### src/hdl/cgwc_pkg.sv
/*
  Package for the clock generation and wait-mode gating block: register
  offsets, bit positions and reset values.
  Assumes a plain single-cycle register port and one 100 MHz system clock.
*/
package cgwc_pkg;

  // ----------------------------------------------------------------------
  // Register map
  // ----------------------------------------------------------------------
  localparam logic [3:0] CGWC_ADDR_CTRL1 = 4'h0;  // clock_stop_bit lives here
  localparam logic [3:0] CGWC_ADDR_CTRL3 = 4'h1;  // clock_control_third_reg
  localparam logic [3:0] CGWC_ADDR_CFG = 4'h2;    // clock_config_reg
  localparam logic [3:0] CGWC_ADDR_MODE = 4'h3;   // wait mode entry
  localparam logic [3:0] CGWC_ADDR_STAT = 4'h4;   // clock status, read only
  localparam logic [3:0] CGWC_ADDR_WDOG = 4'h5;   // watchdog_start_reg

  // ----------------------------------------------------------------------
  // Bit positions
  // ----------------------------------------------------------------------
  localparam int CGWC_BIT_STOP = 0;
  localparam int CGWC_BIT_OSC_RUN = 1;
  localparam int CGWC_BIT_BSEL = 7;
  localparam int CGWC_BIT_WAIT = 0;
  localparam int CGWC_BIT_MAIN_EN = 1;
  localparam int CGWC_BIT_SUB_EN = 2;

  localparam int CGWC_DW = 8;

  // ----------------------------------------------------------------------
  // Reset values
  // ----------------------------------------------------------------------
  localparam logic CGWC_RST_STOP = 1'b0;
  localparam logic CGWC_RST_OSC_RUN = 1'b0;
  localparam logic CGWC_RST_BSEL = 1'b1;
  localparam logic CGWC_RST_MAIN_EN = 1'b1;
  localparam logic CGWC_RST_SUB_EN = 1'b0;

  typedef enum logic [1:0] {
    CGWC_ST_RUN = 2'b01,
    CGWC_ST_WAIT = 2'b10
  } cgwc_state_t;

endpackage

### src/hdl/cgwc_gate_if.sv
/*
  Interface carrying the base enable from the control core to the gate cell and the CPU and bus enables back.
  Assumes both ends share clock_i.
*/
`timescale 1ns/1ps
`default_nettype none
interface cgwc_gate_if;
  logic base_en;
  logic cpu_clk_en;
  logic bus_clk_en;
  modport ctrl (output base_en, input cpu_clk_en, input bus_clk_en);
  modport gate (input base_en, output cpu_clk_en, output bus_clk_en);
endinterface
`default_nettype wire

### src/hdl/cgwc_gate.sv
/*
  Derived clock enable cell: CPU and peripheral bus enables follow the
  base clock enable one edge later.
  Assumes enables are consumed on clock_i as clock-enable qualifiers.
*/
`timescale 1ns/1ps
`default_nettype none
module cgwc_gate (
  input wire logic clock_i,
  input wire logic rst_i,
  cgwc_gate_if.gate g
);

  // Registered so downstream gating sees glitch-free enables
  always_ff @(posedge clock_i or posedge rst_i) begin
    if (rst_i) begin
      g.cpu_clk_en <= 1'b1;
      g.bus_clk_en <= 1'b1;
    end else begin
      g.cpu_clk_en <= g.base_en;
      g.bus_clk_en <= g.base_en;
    end
  end

endmodule
`default_nettype wire

### src/hdl/cgwc_top.sv
/*
  Clock generation control and wait-mode gating: oscillator run enables,
  PLL keep-alive, base clock gating and register port.
  Assumes a single-cycle register master on clock_i, a synchronous wake
  request from interrupt logic, and software keeping its own write order.
*/
`timescale 1ns/1ps
`default_nettype none
// What this block does
// - The on-chip oscillator is held stopped after every reset until enabled.
// - Writing 1 to the oscillator run bit starts the on-chip oscillator.
// - The on-chip oscillator is marked usable at once with no settle wait.
// - Entering wait mode stops the base clock and the CPU and bus clocks.
// - In wait mode the CPU and watchdog are halted through those clocks.
// - Main, sub, PLL and on-chip oscillator clocks keep running in wait.
// - While the PLL is the base source the PLL runs despite the stop bit.
module cgwc_top
  import cgwc_pkg::*;
(
  input wire logic clock_i,
  input wire logic rst_i,
  input wire logic [3:0] addr_i,
  input wire logic [CGWC_DW-1:0] wdata_i,
  input wire logic wr_i,
  input wire logic rd_i,
  input wire logic wake_i,
  output logic [CGWC_DW-1:0] rdata_o,
  output logic osc_run_o,
  output logic osc_ready_o,
  output logic pll_run_o,
  output logic main_run_o,
  output logic sub_run_o,
  output logic base_run_o,
  output logic cpu_clk_en_o,
  output logic bus_clk_en_o,
  output logic wdog_clk_en_o,
  output logic wait_o,
  output logic wdog_start_o
);

  // ----------------------------------------------------------------------
  // Elaboration checks
  // ----------------------------------------------------------------------
  // Status word packs eight fixed bits; other widths would misalign it
  if (CGWC_DW != 8) begin : g_dw_check
    $error("register width must be eight bits");
  end

  // ----------------------------------------------------------------------
  // Control registers
  // ----------------------------------------------------------------------
  logic stop_q;
  logic osc_run_q;
  logic bsel_q;
  logic main_en_q;
  logic sub_en_q;
  cgwc_state_t state_q;
  cgwc_state_t state_d;

  function automatic logic hit(input logic [3:0] a);
    hit = wr_i && (addr_i == a);
  endfunction

  // Base clock source is PLL when select is 0, oscillator otherwise
  logic osc_is_base;
  assign osc_is_base = bsel_q;

  always_ff @(posedge clock_i or posedge rst_i) begin
    if (rst_i) begin
      stop_q <= CGWC_RST_STOP;
      main_en_q <= CGWC_RST_MAIN_EN;
      sub_en_q <= CGWC_RST_SUB_EN;
    end else if (hit(CGWC_ADDR_CTRL1)) begin
      stop_q <= wdata_i[CGWC_BIT_STOP];
      main_en_q <= wdata_i[CGWC_BIT_MAIN_EN];
      sub_en_q <= wdata_i[CGWC_BIT_SUB_EN];
    end
  end

  always_ff @(posedge clock_i or posedge rst_i) begin
    if (rst_i) begin
      osc_run_q <= CGWC_RST_OSC_RUN;
    end else if (hit(CGWC_ADDR_CTRL3)) begin
      if (wdata_i[CGWC_BIT_OSC_RUN]) begin
        osc_run_q <= 1'b1;
      end else if (!osc_is_base) begin
        osc_run_q <= 1'b0;
      end
    end
  end

  // Source switch to the oscillator is refused while it is stopped
  always_ff @(posedge clock_i or posedge rst_i) begin
    if (rst_i) begin
      bsel_q <= CGWC_RST_BSEL;
    end else if (hit(CGWC_ADDR_CFG)) begin
      if (!wdata_i[CGWC_BIT_BSEL] || osc_run_q) begin
        bsel_q <= wdata_i[CGWC_BIT_BSEL];
      end
    end
  end

  // ----------------------------------------------------------------------
  // Wait mode sequencing
  // ----------------------------------------------------------------------
  always_comb begin
    state_d = state_q;
    unique case (state_q)
      CGWC_ST_RUN: begin
        if (hit(CGWC_ADDR_MODE) && wdata_i[CGWC_BIT_WAIT]) begin
          state_d = CGWC_ST_WAIT;
        end
      end
      CGWC_ST_WAIT: begin
        if (wake_i) begin
          state_d = CGWC_ST_RUN;
        end
      end
      default: state_d = CGWC_ST_RUN;
    endcase
  end

  always_ff @(posedge clock_i or posedge rst_i) begin
    if (rst_i) begin
      state_q <= CGWC_ST_RUN;
    end else begin
      state_q <= state_d;
    end
  end

  // ----------------------------------------------------------------------
  // Derived clock enables
  // ----------------------------------------------------------------------
  cgwc_gate_if gif ();
  assign gif.base_en = (state_d == CGWC_ST_RUN);

  cgwc_gate u_gate (
    .clock_i(clock_i),
    .rst_i(rst_i),
    .g(gif.gate)
  );

  always_ff @(posedge clock_i or posedge rst_i) begin
    if (rst_i) begin
      base_run_o <= 1'b1;
      wait_o <= 1'b0;
    end else begin
      base_run_o <= gif.base_en;
      wait_o <= !gif.base_en;
    end
  end

  // Watchdog has no clock of its own: it rides the bus clock enable
  assign cpu_clk_en_o = gif.cpu_clk_en;
  assign bus_clk_en_o = gif.bus_clk_en;
  assign wdog_clk_en_o = gif.bus_clk_en;

  // ----------------------------------------------------------------------
  // Source oscillator enables, independent of wait mode
  // ----------------------------------------------------------------------
  always_ff @(posedge clock_i or posedge rst_i) begin
    if (rst_i) begin
      osc_run_o <= 1'b0;
      osc_ready_o <= 1'b0;
      pll_run_o <= 1'b1;
      main_run_o <= CGWC_RST_MAIN_EN;
      sub_run_o <= CGWC_RST_SUB_EN;
    end else begin
      osc_run_o <= osc_run_q;
      osc_ready_o <= osc_run_q;
      pll_run_o <= !stop_q || !bsel_q;
      main_run_o <= main_en_q;
      sub_run_o <= sub_en_q;
    end
  end

  // Start pulse for the watchdog; software orders its next write
  always_ff @(posedge clock_i or posedge rst_i) begin
    if (rst_i) begin
      wdog_start_o <= 1'b0;
    end else begin
      wdog_start_o <= hit(CGWC_ADDR_WDOG);
    end
  end

  // ----------------------------------------------------------------------
  // Read port
  // ----------------------------------------------------------------------
  logic [CGWC_DW-1:0] rd_d;

  always_comb begin
    rd_d = '0;
    unique case (addr_i)
      CGWC_ADDR_CTRL1: begin
        rd_d[CGWC_BIT_STOP] = stop_q;
        rd_d[CGWC_BIT_MAIN_EN] = main_en_q;
        rd_d[CGWC_BIT_SUB_EN] = sub_en_q;
      end
      CGWC_ADDR_CTRL3: rd_d[CGWC_BIT_OSC_RUN] = osc_run_q;
      CGWC_ADDR_CFG: rd_d[CGWC_BIT_BSEL] = bsel_q;
      CGWC_ADDR_MODE: rd_d[CGWC_BIT_WAIT] = (state_q == CGWC_ST_WAIT);
      CGWC_ADDR_STAT: rd_d = {3'h0, osc_run_o, pll_run_o, sub_run_o,
                              main_run_o, base_run_o};
      default: rd_d = '0;
    endcase
  end

  always_ff @(posedge clock_i or posedge rst_i) begin
    if (rst_i) begin
      rdata_o <= '0;
    end else if (rd_i) begin
      rdata_o <= rd_d;
    end else begin
      rdata_o <= '0;
    end
  end

endmodule
`default_nettype wire

### config.mk
export PLATFORM = sky130hd
export DESIGN_NAME = cgwc_top
export DESIGN_NICKNAME = d
export VERILOG_FILES = /design/src/hdl/cgwc_pkg.sv /design/src/hdl/cgwc_gate_if.sv /design/src/hdl/cgwc_gate.sv /design/src/hdl/cgwc_top.sv
export SDC_FILE = /design/constraint.sdc
export NUM_CORES = 1
export LEC_CHECK = 0
export ABC_AREA = 1
export BUFFER_PORTS_ARGS = -buffer_cell sky130_fd_sc_hd__buf_2
export CAP_MARGIN = 20
export CORE_UTILIZATION = 43
export CTS_CLUSTER_DIAMETER = 50
export DETAILED_ROUTE_END_ITERATION = 6
export HOLD_SLACK_MARGIN = 0.05
export PLACE_DENSITY = 0.74
export SETUP_SLACK_MARGIN = 0.3
export SYNTH_ARGS = -nofsm -noshare
export SYNTH_HDL_FRONTEND = slang
export SYNTH_SLANG_ARGS = --single-unit
### constraint.sdc
create_clock -name clock_i -period 1.3 [get_ports clock_i]
set_input_delay 0.26 -clock clock_i [delete_from_list [all_inputs] [get_ports clock_i]]
set_output_delay 0.26 -clock clock_i [all_outputs]
set_load 0.01 [all_outputs]
; After elaboration in Yosys (flattened, before gate mapping)
; Cells that the tools add are included.
[op_classes]
n_eq_ne = 9
n_mux = 11
n_reduce_logical = 15
[op_table]
columns = operator, count
row1 = $eq 4x2->1 const B, 2
row2 = $eq 4x3->1 const B, 2
row3 = $mux 8, 1
row4 = $logic_and 1x1->1, 6
row5 = $mux 2, 3
row6 = $pmux 1 s3, 2
row7 = $eq 2x1->1 const B, 2
row8 = $eq 4x1->1 const B, 1
row9 = $logic_not 1->1, 4
row10 = $logic_not 4->1, 1
row11 = $pmux 2 s2, 1
row12 = $reduce_and 2->1, 2
row13 = $mux 1, 3
row14 = $eq 2x2->1 const B, 1
row15 = $logic_or 1x1->1, 2
row16 = $ne 2x2->1 const B, 1
row17 = $pmux 1 s2, 1
[totals]
register_bits = 22
inputBits = 17
wordCells = 49

; Longest topological paths before layout
[depth]
ltp_word = 7
depth_mapped = 8

; Hierarchy
; Synthesis repeated with hierarchy kept, for this count alone.
[hier_totals]
hier_cells = 110
area_unflattened_um2 = 963.4
[modules_own_cells]
columns = module, n_inst, cells_per_inst, area_each_um2, seq_area_each_um2
row1 = cgwc_top, 1, 107, 925.9, 508.0
row2 = cgwc_gate, 1, 3, 37.5, 26.3

; Worst setup path before layout
; OpenSTA, ideal clock, no wires.
[synth_timing]
path_kind = register to register
start = reg state_q[0]
end = reg u_gate.g.cpu_clk_en
setup_time_ns = 0.071
arrival_time_ns = 1.164
t_required_ns = 1.229
slack_ns = 0.065
path_stages_with_launch = 7
path_buffers = 0
synth_period_minus_slack_ns = 1.235
path_cell_list = dfstp_2 -> inv_1 -> ha_1 -> a21oi_1 -> nand2_2 -> nand2_2 -> inv_2
[synth_via]
elab_chain_cells = 3
elab_cells_between_ends = 6
cone_classes = eq/ne (3) / mux (3)
[synth_lines]
columns = element, line
row1 = "start, declared", cgwc_top.sv:57  ; cgwc_state_t state_q;
row2 = "start signal, assigned", cgwc_top.sv:127  ; state_q <= state_d;
row3 = "$eq 2x2->1, or another cell as far along", cgwc_top.sv:108  ; unique case (state_q)
row4 = $pmux 2 s2 (*), cgwc_top.sv:108
row5 = named net state_d[0], cgwc_top.sv:58  ; cgwc_state_t state_d;
row6 = $eq 2x1->1 (*), cgwc_top.sv:135  ; assign gif.base_en = (state_d == CGWC_ST_RUN);
row7 = named net gif.base_en, cgwc_gate_if.sv:8  ; logic base_en;
row8 = "end signal, assigned", cgwc_gate.sv:20  ; g.cpu_clk_en <= g.base_en;
row9 = "end, declared", cgwc_gate_if.sv:12  ; modport gate (input base_en, output cpu_clk_en, output bus_clk_en);
; Mark *: on every way through the listed nets, which the timed path passes. The rest lies on a longest branch.
; A chain may end at the register's enable or synchronous reset.

==> results.json <==
{
  "reg2reg_slack_ns": 0.12,
  "rows": 16,
  "cp.arrival_ns": 0.99,
  "slew_violations": 0,
  "wl_per_cell_um": 10.8,
  "portBuffers": 29,
  "crit_type": "reg -> out",
  "grt_pass1_vias": 747,
  "cts_inserted_buffers": 3,
  "pwr-share-comb_pct": 29.7,
  "end_kind": "output port",
  "cp-start-kind": "flip-flop",
  "p_clk_share_pct": 20.5,
  "period_needed_ns": 1.25,
  "viasPerCell": 4.56,
  "path_cells": "buf_2",
  "clk_latency_ns": 0.29,
  "power_frac_seq_pct": 49.7,
  "hold_slack_ns": 0.190,
  "fmax_mhz": 797,
  "detail-route-antenna-nets": 0,
  "drtIter0Drc": 16,
  "p_sw_uw": 560,
  "diodes": 0,
  "register_area_um2": 509,
  "netlist_instances": 113,
  "skew_ns": 0.00607,
  "regMostFlops": "rdata_o",
  "layout_commonest_cell": "nand2_1",
  "grt_pass1_wl_mm": 3.14,
  "cp_num_buf_inv": 1,
  "ys_seq_area_share_pct": 52.1,
  "crit_required_ns": 1.04,
  "drt-total-wl_mm": 1.82,
  "setup_viol": 0,
  "multi_input_area_um2": 383,
  "r2r_end": "u_gate.g.cpu_clk_en",
  "cts_buffer_depth": 2,
  "reg_top3": "rdata_o (6), state_q (2)",
  "grt_max_degree": 21,
  "syn_area_per_cell_um2": 8.63,
  "synth-seq-cells": 20,
  "cp-startpoint": "u_gate.g.cpu_clk_en",
  "cpMaxStageDelayCell": "dfstp_2",
  "cp_max_fo": 5,
  "initial_core_util_pct": 47.7,
  "p_per_area_mw_per_mm2": 1410,
  "final_hold_viol_count": 0,
  "synthesis.area_um2": 975,
  "cts_tree": "yes",
  "cts_setup_buffers": 0,
  "place_congestion": 0.788,
  "finalSetupTns_ns": 0,
  "dp_cells": 164,
  "core-area_mm2": 0.00204,
  "fillers": 195,
  "largest_reg_flops": 6,
  "die_x_um": 49.6,
  "yosysWarnings": 0,
  "h-tree-depth": 1,
  "p_sw_share_pct": 32.7,
  "vdd_drop_max_v": 0.000648,
  "clkTransAtPathRegs_ns": 0.11,
  "grt_antenna_before_repair": 0,
  "die_h_um": 49.6,
  "mostFrequentLayoutCells": "nand2_1 (30), buf_2 (27), inv_1 (14)",
  "drt_pass1_iterations": 4,
  "path_depth": 1,
  "worstSetupEndpoint": "base_run_o",
  "final_cells": 169,
  "max_stage_delay_ns": 0.57,
  "grt-ovfl-total": 0,
  "nets": 162,
  "rsz0062_at_grt": "yes",
  "p_leak_uw": 0.000702,
  "dp_hpwl_mm": 1.39,
  "numClockSinks": 20,
  "intPower_uw": 1150,
  "min_path_type": "in -> reg",
  "die_area_mm2": 0.00246,
  "synth_cell_types": 18,
  "ff2ff_path_depth": 6,
  "critical_path.top_delay_family": "flip-flops",
  "ios": 36,
  "ctsRootBufferMaster": "clkbuf_4",
  "remaining_drc_errors": 0,
  "r2r_start": "state_q[0]",
  "drive_above_1_share_pct": 45.8,
  "fin_crit_sh_pct": 96.5,
  "vias": 770,
  "run_status": "finished, final reports clean",
  "drv_cap": 0,
  "grt_util_all_layers_pct": 17.4,
  "area_delta_synth_final_pct": 24.4
}
[cell usage after synthesis]
| master | n | share of area [%] |
|---|---|---|
| nand2_1 | 31 | 12 |
| a21oi_1 | 2 | 1.0 |
| nor2_1 | 5 | 1.9 |
| nor2_4 | 1 | 1.2 |
| nor2_8 | 1 | 2.1 |
| nand4_1 | 2 | 1.3 |
| o21ai_1 | 1 | 0.51 |
| nand2_2 | 6 | 3.9 |
| nand3_2 | 1 | 1.0 |
| nand3_1 | 10 | 5.1 |
| inv_1 | 15 | 5.8 |
| nor2_2 | 3 | 1.9 |
| conb_1 | 1 | 0.38 |
| dfstp_2 | 6 | 16 |
| buf_4 | 7 | 5.4 |
| inv_2 | 5 | 1.9 |
| dfrtp_1 | 14 | 36 |
| ha_1 | 2 | 2.6 |
[final cells by class]
cell class / instances / share of cell area (%)
Multi-Input combinational cell: 67 / 31.6
Tap cell: 27 / 2.79
Sequential cell: 20 / 42.0
Clock buffer: 4 / 2.99
Inverter: 20 / 6.19
Timing Repair Buffer: 31 / 14.4
[tightest hold or removal path: stages]
cell and delay, ns:
buf_2 0.10, nand3_1 0.07, nand2_1 0.05
[worst min-delay path by stage]
| stage | from | endpoint | slack, ns | cells past startpoint |
|---|---|---|---|---|
| floorplan | rst_i | osc_ready_o | 0.22 | 1 |
| global placement | rst_i | wait_o | 0.29 | 3 |
| detailed placement | rst_i | rdata_o[2] | 0.29 | 3 |
| CTS | wdata_i[1] | main_en_q | 0.18 | 3 |
| global route | wdata_i[7] | bsel_q | 0.19 | 3 |
| finish | wdata_i[7] | bsel_q | 0.19 | 3 |
[per-stage QoR]
stage               cell area [um^2]  setup WS (ns)  power (uW)  utilization [%]
floorplan                        998          0.181        1240                -
global placement                1130          0.136        1320             55.5
detailed placement              1130          0.112        1350             55.5
CTS                             1200         0.0250        1720             58.8
global route                    1210       0.000141        1830             59.4
finish                          1210         0.0454        1710             59.4
[routing by layer]
layer  part of all wire, %  vias up  wire [um]  track usage (%)
met4                   1.2        0         21             10.5
met3                   5.8        2        106             2.78
met2                    50       28        917             29.3
met1                    43      350        776             20.7
li1                      -      390          -                -
met5                     0        -          0                0
[kinds of logic (layout without fill, tap and decap cells)]
family / Yosys count / count (layout) / share of synthesized area [%]
and+or+nand+nor: 60 / 60 / 30.3
buffers and inverters: 27 / 55 / 13.1
DFF: 20 / 20 / 52.1
AOI/OAI and AO/OA: 3 / 3 / 1.54
adders and majority gates: 2 / 2 / 2.57
other: 1 / 2 / 0.385
[timing repair]
action                                 in CTS  in global routing
gates resized for setup                     4                  3
gates cloned                                0                  0
endpoints found under the hold margin      14                  0
hold buffers                                1                  0
setup endpoints to repair                  22                 22
pin swaps                                   4                  2
[power by group through the flow]
stage          Combinational, uW  Sequential [uW]  Clock, uW
6_report                     509              852        352
5_1_grt                      566              870        395
4_1_cts                      508              850        365
3_5_place_dp                 495              857          0
3_3_place_gp                 471              853          0
2_1_floorplan                364              878          0
No activity file was read; power rests on OpenSTA's default activity.
